[src/alu_unit_defines.svh]
// Constants for the add, logic and branch execution unit
`ifndef ALU_UNIT_DEFINES_SVH
`define ALU_UNIT_DEFINES_SVH
// Opfields of the logic unit (7 bits)
`define OPL_ABS32       7'h1A
`define OPL_ABS40       7'h38
`define OPL_ADD_SS_S    7'h03
`define OPL_ADD_SS_L    7'h23
`define OPL_UNSIGNED_SUM_OP_UU_L   7'h2B
`define OPL_ADD_SL_L    7'h21
`define OPL_UNSIGNED_SUM_OP_UL_L   7'h29
`define OPL_ADD_C5_S    7'h02
`define OPL_ADD_C5_L    7'h20
`define OPL_AND_RR      7'h7B
`define OPL_AND_C5      7'h7A
// Opfields of the shift unit (6 bits)
`define OPS_ADD_RR      6'h07
`define OPS_ADD_C5      6'h06
`define OPS_DUAL_HALF_SUM_OP        6'h01
`define OPS_AND_RR      6'h1F
`define OPS_AND_C5      6'h1E
// Opfields of the data-address unit (6 bits)
`define OPD_ADD_RR      6'h10
`define OPD_ADD_C5      6'h12
`define OPD_SUM_BYTE_R  6'h30
`define OPD_SUM_HALF_R  6'h34
`define OPD_SUM_WORD_R  6'h38
`define OPD_SUM_BYTE_C  6'h32
`define OPD_SUM_HALF_C  6'h36
`define OPD_SUM_WORD_C  6'h3A
// Addressing mode register layout
`define AMR_BK0_LSB     16
`define AMR_BK1_LSB     21
`define AMR_MODE_CIRC0  2'h1
`define AMR_MODE_CIRC1  2'h2
// Branch timing
`define BRANCH_DELAY_SLOTS 3'h5
`endif

[src/alu_unit_pkg.sv]
// Types for the add, logic and branch execution unit
package alu_unit_pkg;
    typedef enum logic [1:0] {UNIT_L, UNIT_S, UNIT_D} unit_sel_e;
    typedef struct packed {
        logic        valid;     // Instruction present in E1
        logic        cond;      // Predicate evaluated true
        unit_sel_e   unit;      // Functional unit
        logic [6:0]  op;        // Opfield (6-bit units use low bits)
        logic        is_immediate16_sum_op;   // 16-bit constant add
        logic        is_branch; // Displacement branch
        logic [4:0]  src1_idx;  // Base register index for address unit
        logic        side_b;    // Register file side B
        logic [4:0]  cst5;      // 5-bit constant field
        logic [15:0] cst16;     // 16-bit constant
        logic [20:0] cst21;     // 21-bit constant
    } instr_s;
    typedef struct packed {
        logic        wr_en;     // Destination write
        logic [39:0] data;      // Result, 40 bits wide
    } result_s;
    typedef enum logic [0:0] {BR_IDLE, BR_SLOTS} branch_state_e;
    typedef struct packed {
        result_s       res;
        logic          pfc_load;
        logic [31:0]   program_fetch_counter;
        branch_state_e br_state;
        logic [2:0]    slot_cnt;
    } state_s;
endpackage

[src/alu_unit.sv]
// Add, logic and displacement-branch execution in the first execute stage
`include "alu_unit_defines.svh"
module alu_unit
    import alu_unit_pkg::*;
(
    input  wire logic        sys_clk_in,                   // Processor clock
    input  wire logic        rst_in,                       // Async reset, active high
    input  wire instr_s      instr_in,                     // Decoded E1 instruction
    input  wire logic [39:0] src1_in,                      // First source operand
    input  wire logic [39:0] src2_in,                      // Second source operand
    input  wire logic [31:0] dst_old_in,                   // Current destination value
    input  wire logic [31:0] packet_base_address_in,       // Address of packet in E1
    input  wire logic [31:0] addressing_mode_register_in,  // Addressing mode settings
    output logic             dst_wr_out,                   // Destination write strobe
    output logic      [39:0] dst_data_out,                 // Destination result
    output logic             pfc_load_out,                 // Load program_fetch_counter
    output logic      [31:0] program_fetch_counter_out,    // New fetch address
    output logic             int_block_out                 // Interrupts held off
);
    // ==============================================================
    // Helper functions
    // ==============================================================
    // Sign-extend a 5-bit constant to 40 bits
    function automatic logic [39:0] sext5(input logic [4:0] c);
        sext5 = {{35{c[4]}}, c};
    endfunction

    // Zero-extend a 32-bit result to the 40-bit bus
    function automatic logic [39:0] zx(input logic [31:0] v);
        zx = {8'h00, v};
    endfunction

    // Sign-extend a 32-bit operand for the 40-bit forms
    function automatic logic [39:0] sx(input logic [31:0] v);
        sx = {{8{v[31]}}, v};
    endfunction

    // Saturating magnitude of a w-bit value held in 40 bits
    function automatic logic [39:0] sat_abs(input logic [39:0] v, input logic wide);
        logic [39:0] r;
        r = '0;
        if (wide) begin
            if (v == 40'h80_0000_0000) r = 40'h7F_FFFF_FFFF;
            else if (v[39]) r = 40'(-v);
            else r = v;
        end else begin
            if (v[31:0] == 32'h8000_0000) r = 40'h7FFF_FFFF;
            else if (v[31]) r = {8'h00, 32'(-v[31:0])};
            else r = {8'h00, v[31:0]};
        end
        sat_abs = r;
    endfunction

    // ==============================================================
    // State registers
    // ==============================================================
    state_s st;        // Registered state
    state_s next_st;   // Next state

    // Circular-mode helpers
    logic [31:0] offset;     // Scaled offset
    logic        circ;       // Circular mode selected
    logic [4:0]  bk;         // Block size field
    logic [31:0] mask;       // Low-bit mask, bits N..0
    logic [31:0] addr_sum;   // Address result

    // Operand views shared by the opfield decode
    logic [31:0] a32;        // Low word of first source
    logic [31:0] b32;        // Low word of second source
    logic [39:0] k40;        // 5-bit constant, sign-extended
    logic [31:0] k32;        // Same constant, 32-bit form
    logic [31:0] k16;        // 16-bit constant, sign-extended
    logic [31:0] br_disp;    // Branch constant in bytes

    // Shared views keep the opfield lines short; OPD_ADD_C5 zero-extends cst5 in place instead of using k32
    assign a32     = src1_in[31:0];
    assign b32     = src2_in[31:0];
    assign k40     = sext5(instr_in.cst5);
    assign k32     = k40[31:0];
    assign k16     = {{16{instr_in.cst16[15]}}, instr_in.cst16};
    assign br_disp = {{9{instr_in.cst21[20]}}, instr_in.cst21, 2'b00};

    // ==============================================================
    // Address unit scaled/circular sum
    // ==============================================================
    always_comb begin
        offset = instr_in.op[1] ? {27'h0, instr_in.cst5} : src1_in[31:0];
        case (instr_in.op[5:0])
            `OPD_SUM_HALF_R, `OPD_SUM_HALF_C: offset = offset << 1;
            `OPD_SUM_WORD_R, `OPD_SUM_WORD_C: offset = offset << 2;
            default:                          offset = offset;
        endcase
        circ = 1'b0;
        bk   = '0;
        if (instr_in.op[5] && instr_in.src1_idx[4:2] == 3'h1) begin
            case (addressing_mode_register_in[{instr_in.side_b, instr_in.src1_idx[1:0],
                                               1'b0} +: 2])
                `AMR_MODE_CIRC0: begin
                    circ = 1'b1;
                    // Byte block size from field zero
                    bk = addressing_mode_register_in[`AMR_BK0_LSB +: 5];
                end
                `AMR_MODE_CIRC1: begin
                    circ = 1'b1;
                    bk = addressing_mode_register_in[`AMR_BK1_LSB +: 5];
                end
                default: circ = 1'b0;
            endcase
        end
        // Buffer size is 2^(N+1) bytes, N = block field
        mask = (bk == 5'h1F) ? 32'hFFFF_FFFF : ((32'h2 << bk) - 32'h1);
        // Carry blocked, offset modulo, high bits kept
        if (circ) addr_sum = (src2_in[31:0] & ~mask) |
                             ((src2_in[31:0] + (offset & mask)) & mask);
        else addr_sum = src2_in[31:0] + offset;
    end

    // ==============================================================
    // E1 execution and branch slot tracking
    // ==============================================================
    always_comb begin
        next_st = st;
        next_st.res.wr_en = 1'b0;
        next_st.pfc_load  = 1'b0;
        // False predicate: no write, no fetch update
        if (instr_in.valid && instr_in.cond) begin
            // Result registered at end of E1
            next_st.res.wr_en = 1'b1;
            if (instr_in.is_branch) begin
                next_st.res.wr_en = 1'b0;
                // Target equals constant shifted plus base
                next_st.pfc_load = 1'b1;
                next_st.program_fetch_counter = packet_base_address_in + br_disp;
            end else if (instr_in.is_immediate16_sum_op) begin
                next_st.res.data = zx(dst_old_in + k16);
            end else begin
                case (instr_in.unit)
                    UNIT_L: begin
                        case (instr_in.op)
                            `OPL_ABS32:     next_st.res.data = sat_abs(src2_in, 1'b0);
                            `OPL_ABS40:     next_st.res.data = sat_abs(src2_in, 1'b1);
                            `OPL_ADD_SS_S:  next_st.res.data = zx(a32 + b32);
                            `OPL_ADD_SS_L:  next_st.res.data = sx(a32) + sx(b32);
                            `OPL_UNSIGNED_SUM_OP_UU_L: next_st.res.data = zx(a32) + zx(b32);
                            `OPL_ADD_SL_L:  next_st.res.data = sx(a32) + src2_in;
                            `OPL_UNSIGNED_SUM_OP_UL_L: next_st.res.data = zx(a32) + src2_in;
                            `OPL_ADD_C5_S:  next_st.res.data = zx(k32 + b32);
                            `OPL_ADD_C5_L:  next_st.res.data = k40 + src2_in;
                            `OPL_AND_RR:    next_st.res.data = zx(a32 & b32);
                            `OPL_AND_C5:    next_st.res.data = zx(k32 & b32);
                            default:        next_st.res.wr_en = 1'b0;
                        endcase
                    end
                    UNIT_S: begin
                        case (instr_in.op[5:0])
                            `OPS_ADD_RR: next_st.res.data = zx(a32 + b32);
                            `OPS_ADD_C5: next_st.res.data = zx(k32 + b32);
                            `OPS_DUAL_HALF_SUM_OP:   next_st.res.data = zx({16'(a32[31:16] + b32[31:16]),
                                                               16'(a32[15:0] + b32[15:0])});
                            `OPS_AND_RR: next_st.res.data = zx(a32 & b32);
                            `OPS_AND_C5: next_st.res.data = zx(k32 & b32);
                            default:     next_st.res.wr_en = 1'b0;
                        endcase
                    end
                    UNIT_D: begin
                        case (instr_in.op[5:0])
                            `OPD_ADD_RR: next_st.res.data = zx(b32 + a32);
                            `OPD_ADD_C5: next_st.res.data = zx(b32 + {27'h0, instr_in.cst5});
                            `OPD_SUM_BYTE_R, `OPD_SUM_HALF_R, `OPD_SUM_WORD_R,
                            `OPD_SUM_BYTE_C, `OPD_SUM_HALF_C, `OPD_SUM_WORD_C:
                                         next_st.res.data = {8'h00, addr_sum};
                            default:     next_st.res.wr_en = 1'b0;
                        endcase
                    end
                    default: next_st.res.wr_en = 1'b0;
                endcase
            end
        end
        // Hold off interrupts through the delay slots, taken or not
        // Five slots counted after the branch executes
        case (st.br_state)
            BR_IDLE: begin
                if (instr_in.valid && instr_in.is_branch) begin
                    next_st.br_state = BR_SLOTS;
                    next_st.slot_cnt = `BRANCH_DELAY_SLOTS;
                end
            end
            BR_SLOTS: begin
                // A new branch in a slot restarts the window
                if (instr_in.valid && instr_in.is_branch) next_st.slot_cnt = `BRANCH_DELAY_SLOTS;
                else if (st.slot_cnt == 3'h1) next_st.br_state = BR_IDLE;
                else next_st.slot_cnt = st.slot_cnt - 3'h1;
            end
            default: next_st.br_state = BR_IDLE;
        endcase
    end

    // Register the whole state on every rising clock edge
    always_ff @(posedge sys_clk_in or posedge rst_in) begin
        if (rst_in) begin
            st <= '0;
        end else begin
            st <= next_st;
        end
    end

    // ==============================================================
    // Outputs
    // ==============================================================
    assign dst_wr_out                = st.res.wr_en;
    assign dst_data_out              = st.res.data;
    assign pfc_load_out              = st.pfc_load;
    assign program_fetch_counter_out = st.program_fetch_counter;
    // Slots are the cycles after the branch cycle
    assign int_block_out             = (st.br_state == BR_SLOTS);
endmodule // alu_unit

[config.mk]
export PLATFORM = sky130hd
export DESIGN_NAME = alu_unit
export DESIGN_NICKNAME = d
export VERILOG_FILES = /design/src/alu_unit_pkg.sv /design/src/alu_unit.sv
export VERILOG_INCLUDE_DIRS = /design/src
export SDC_FILE = /design/constraint.sdc
export NUM_CORES = 1
export LEC_CHECK = 0
export BUFFER_PORTS_ARGS = -buffer_cell sky130_fd_sc_hd__buf_2
export CAP_MARGIN = 20
export CORE_ASPECT_RATIO = 1.2
export CORE_MARGIN = 4
export CORE_UTILIZATION = 25
export DETAILED_ROUTE_END_ITERATION = 8
export PLACE_DENSITY_LB_ADDON = 0.2
export SYNTH_ARGS = -nofsm -noshare
export SYNTH_HDL_FRONTEND = slang
export SYNTH_SLANG_ARGS = --single-unit
[constraint.sdc]
create_clock -name sys_clk_in -period 8.4 [get_ports sys_clk_in]
set_clock_uncertainty 0.15 [all_clocks]
set_input_delay 1.68 -clock sys_clk_in [delete_from_list [all_inputs] [get_ports sys_clk_in]]
set_output_delay 1.68 -clock sys_clk_in [all_outputs]
set_load 0.005 [all_outputs]
==> flow_summary.ini <==
[placement]
place_area_um2 = 25710
io_buffers = 299
place.gp.congestion = 1.001
place_hpwl_um = 97520

[die]
chipWidth_um = 285.3
die_y_um = 340.7
initial_core_util = 0.2531
rows = 121
core_um2 = 91140
io_pins = 314
die_area_um2 = 97200

[detailed_routing]
vias = 27420
wl_per_cell_um = 25.85
viasPerCell = 5.854
drt_iter0_drc = 2660
drt_wl_total_um = 121100
drtAntennaViolNets = 0
drtPass1Iterations = 8
drc = 0

[yosys]
ys_ff_latch = 78
synth_commonest_cells = nand2_1 (342), a21oi_1 (298), o21ai_0 (279)
synth_nets = 3776
synth_top_area_cell = ha_1
synth.area.top_cells = ha_1 (13%), dfrtp_1 (8.5%), xnor2_1 (6.5%)
syn_inst = 3294
synth_top_area_frac = 0.1275
synth_cell_type_count = 98
synth_edf_count = 0
syn_area_per_cell_um2 = 7.002
ys_seq_area_frac = 0.08463
synth-async-reset-ratio = 1.000
ys.flop_type = dfrtp_1
yosysMostFrequentCell = nand2_1
synth_warnings = 0
netlist_area_um2 = 23060

[clock_tree]
htreeDepth = 3
cts_tree = built
clk_path_buf_depth = 2
numClockSinks = 78
hold_buffers = 0
insertion_delay_ns = 0.35
cts_root_buf = clkbuf_16
cts_buffers = 9
path_clk_slew_ns = 0.06

[sta]
period_share = 0.9442
drv_slew = 0
timing.fmax_mhz = 126.1
hold-worst-slack_ns = 0.3238
setup_viol = 0
rsz0062_at_grt = false
final_hold_viol_count = 0
worst_slew_pin_slew_ns = 1.217
min_period_ns = 7.931
relSlewSlack = 0.1888

[hold_path]
holdPathEnd = program_fetch_counter_out[30]
whs_path_depth = 2
hold_start = program_fetch_counter_out[30]
holdCritPathClass = flip-flop to flip-flop

[critical_path]
timing.rr.start = st[1]
start_kind = input port
cp_max_fo = 13
reg2reg_to = st[1]
crit_type = input port to flip-flop
critical_path.most_common_cell = ha_1
reg2reg_depth = 7
cp_slowest_cell = a2111oi_0
worstPathRequired_ns = 8.49
crit_chain = buf_2 > mux4_2 > mux2i_1 > ha_1 > a22o_1 > nand3_1 > ha_1 > a22oi_1 > o21ai_0 > a31oi_1 > nor2_1 > ha_1 > and2_1 > nor3_1 > a211o_1 > buf_4 > nand3_1 > a211oi_1 > o31ai_1 > a221o_1 > a2111oi_0 > buf_4 > nor2_1
arrival_ns = 8.02
endpoint_kind = flip-flop
r2r_slack_ns = 6.81
max_stage_delay_ns = 0.84

[job]
maxCapViolations = 0

[pwr]
powerDensity_nw_per_um2 = 106.1
p_leak_nw = 11.02
finalPower_mw = 2.761
ir_drop_mv = 0.1097

[global_route]
grt_max_degree = 63
grt_pass1_wl_um = 174700
antenna_found_initial = 4
grt_usage = 0.2351
grt_pass1_vias = 26020
grt_overflow = 0

[finish]
fin_area_um2 = 26020
nNetsFinal = 3932
antennaDiodeCount = 0
fillers = 10230
drive_gt1_frac = 0.1441
area_delta_synth_final_pct = 12.80

[status]
status = complete, no violations
-- worst max-delay path by stage --
stage	start	to	depth (start not counted)
finish	instr_in[43]	dst_data_out[12]	23
global route	instr_in[43]	dst_data_out[30]	24
CTS	instr_in[43]	dst_data_out[9]	24
detailed placement	instr_in[43]	dst_data_out[9]	24
global placement	instr_in[43]	dst_data_out[9]	24
floorplan	instr_in[43]	dst_data_out[29]	27
-- layout by cell type, fill, tap and decap left out, drive strengths merged, types with 24 or more instances in the layout --
cell type    n
a221o       24
nor2       207
o21ai      317
o21a        33
mux2i       27
xor2       103
nor2b       40
o221ai      27
dfrtp       78
nor4        26
a31oi       48
or3         30
o22ai       26
nor3        70
o21bai      27
xnor2      172
nand2b      34
a211oi      50
a21o       108
a21oi      298
buf        407
o211ai      41
ha         235
nand3       78
o31ai       29
and3        36
a22oi       61
inv         88
nand2      342
nand4       47
a221oi      56
-- flip-flops by register name (all words and copies together) (netlist names) --
register / flops
st: 3
dst_wr_out: 1
pfc_load_out: 1
program_fetch_counter_out: 32
int_block_out: 1
dst_data_out: 40
-- area by class of cell --
type	count	area, um2	area share
Clock inverter	4	31.28	0.001202
Clock buffer	12	246.5	0.009474
Inverter	87	329.1	0.01265
Tap cell	1230	1539	0.05915
Timing Repair Buffer	408	2332	0.08965
Sequential cell	78	1952	0.07503
Multi-Input combinational cell	2866	19590	0.7529
-- routing by layer --
metal	track usage	vias up	part of all wire
met3	0.02619	229	0.071
li1	-	12760	-
met4	0.08560	2	0.042
met2	0.4126	1352	0.48
met1	0.2963	13080	0.41
met5	0	-	0.00011
-- logic make-up (layout without fill, tap and decap cells) --
family / Yosys count / in the layout / synth area share
simple gates: 990 / 990 / 0.2055
compound gates: 1313 / 1313 / 0.3790
xor+xnor: 275 / 275 / 0.1044
buf+inv: 350 / 511 / 0.06955
fa+ha+maj: 243 / 243 / 0.1344
flops: 78 / 78 / 0.08463
mux: 45 / 45 / 0.02246
-- worst max-delay path, delay by kind of cell --
kind | cells | cell delay (ns)
multiplexers | 2 | 0.73
buffers and inverters | 3 | 0.50
adder cells (fa/ha/maj) | 3 | 1.22
AO/OA/AOI/OAI | 9 | 3.07
AND/OR/NAND/NOR | 6 | 0.80
-- timing repair --
| action | in CTS | in global routing |
|---|---|---|
| setup buffers | 0 | 1 |
| gates resized for setup | 0 | 2 |
| setup endpoints to repair | 0 | 3 |
-- power by group --
part	switching (mW)	leakage [nW]	total (mW)	internal, mW
Clock	0.177	0.125	0.388	0.210
Combinational	1.16	9.91	1.85	0.694
Sequential	0.0557	0.978	0.521	0.466
Total	1.39	11.0	2.76	1.37
-- per-stage QoR --
| stage | setup TNS (ns) | utilization | worst slack [ns] | instances |
|---|---|---|---|---|
| 5_1_grt | 0 | 0.2855 | 0.07276 | 4685 |
| 4_1_cts | 0 | 0.2851 | 0.2622 | 4682 |
| 2_1_floorplan | 0 | - | 1.197 | 3294 |
| 6_report | 0 | 0.2855 | 0.4689 | 4685 |
| 3_3_place_gp | -0.01445 | 0.2821 | -0.01445 | 4666 |
| 3_5_place_dp | -0.1039 | 0.2821 | -0.1039 | 4666 |
Note: power is estimated with default switching activity, not from simulation.
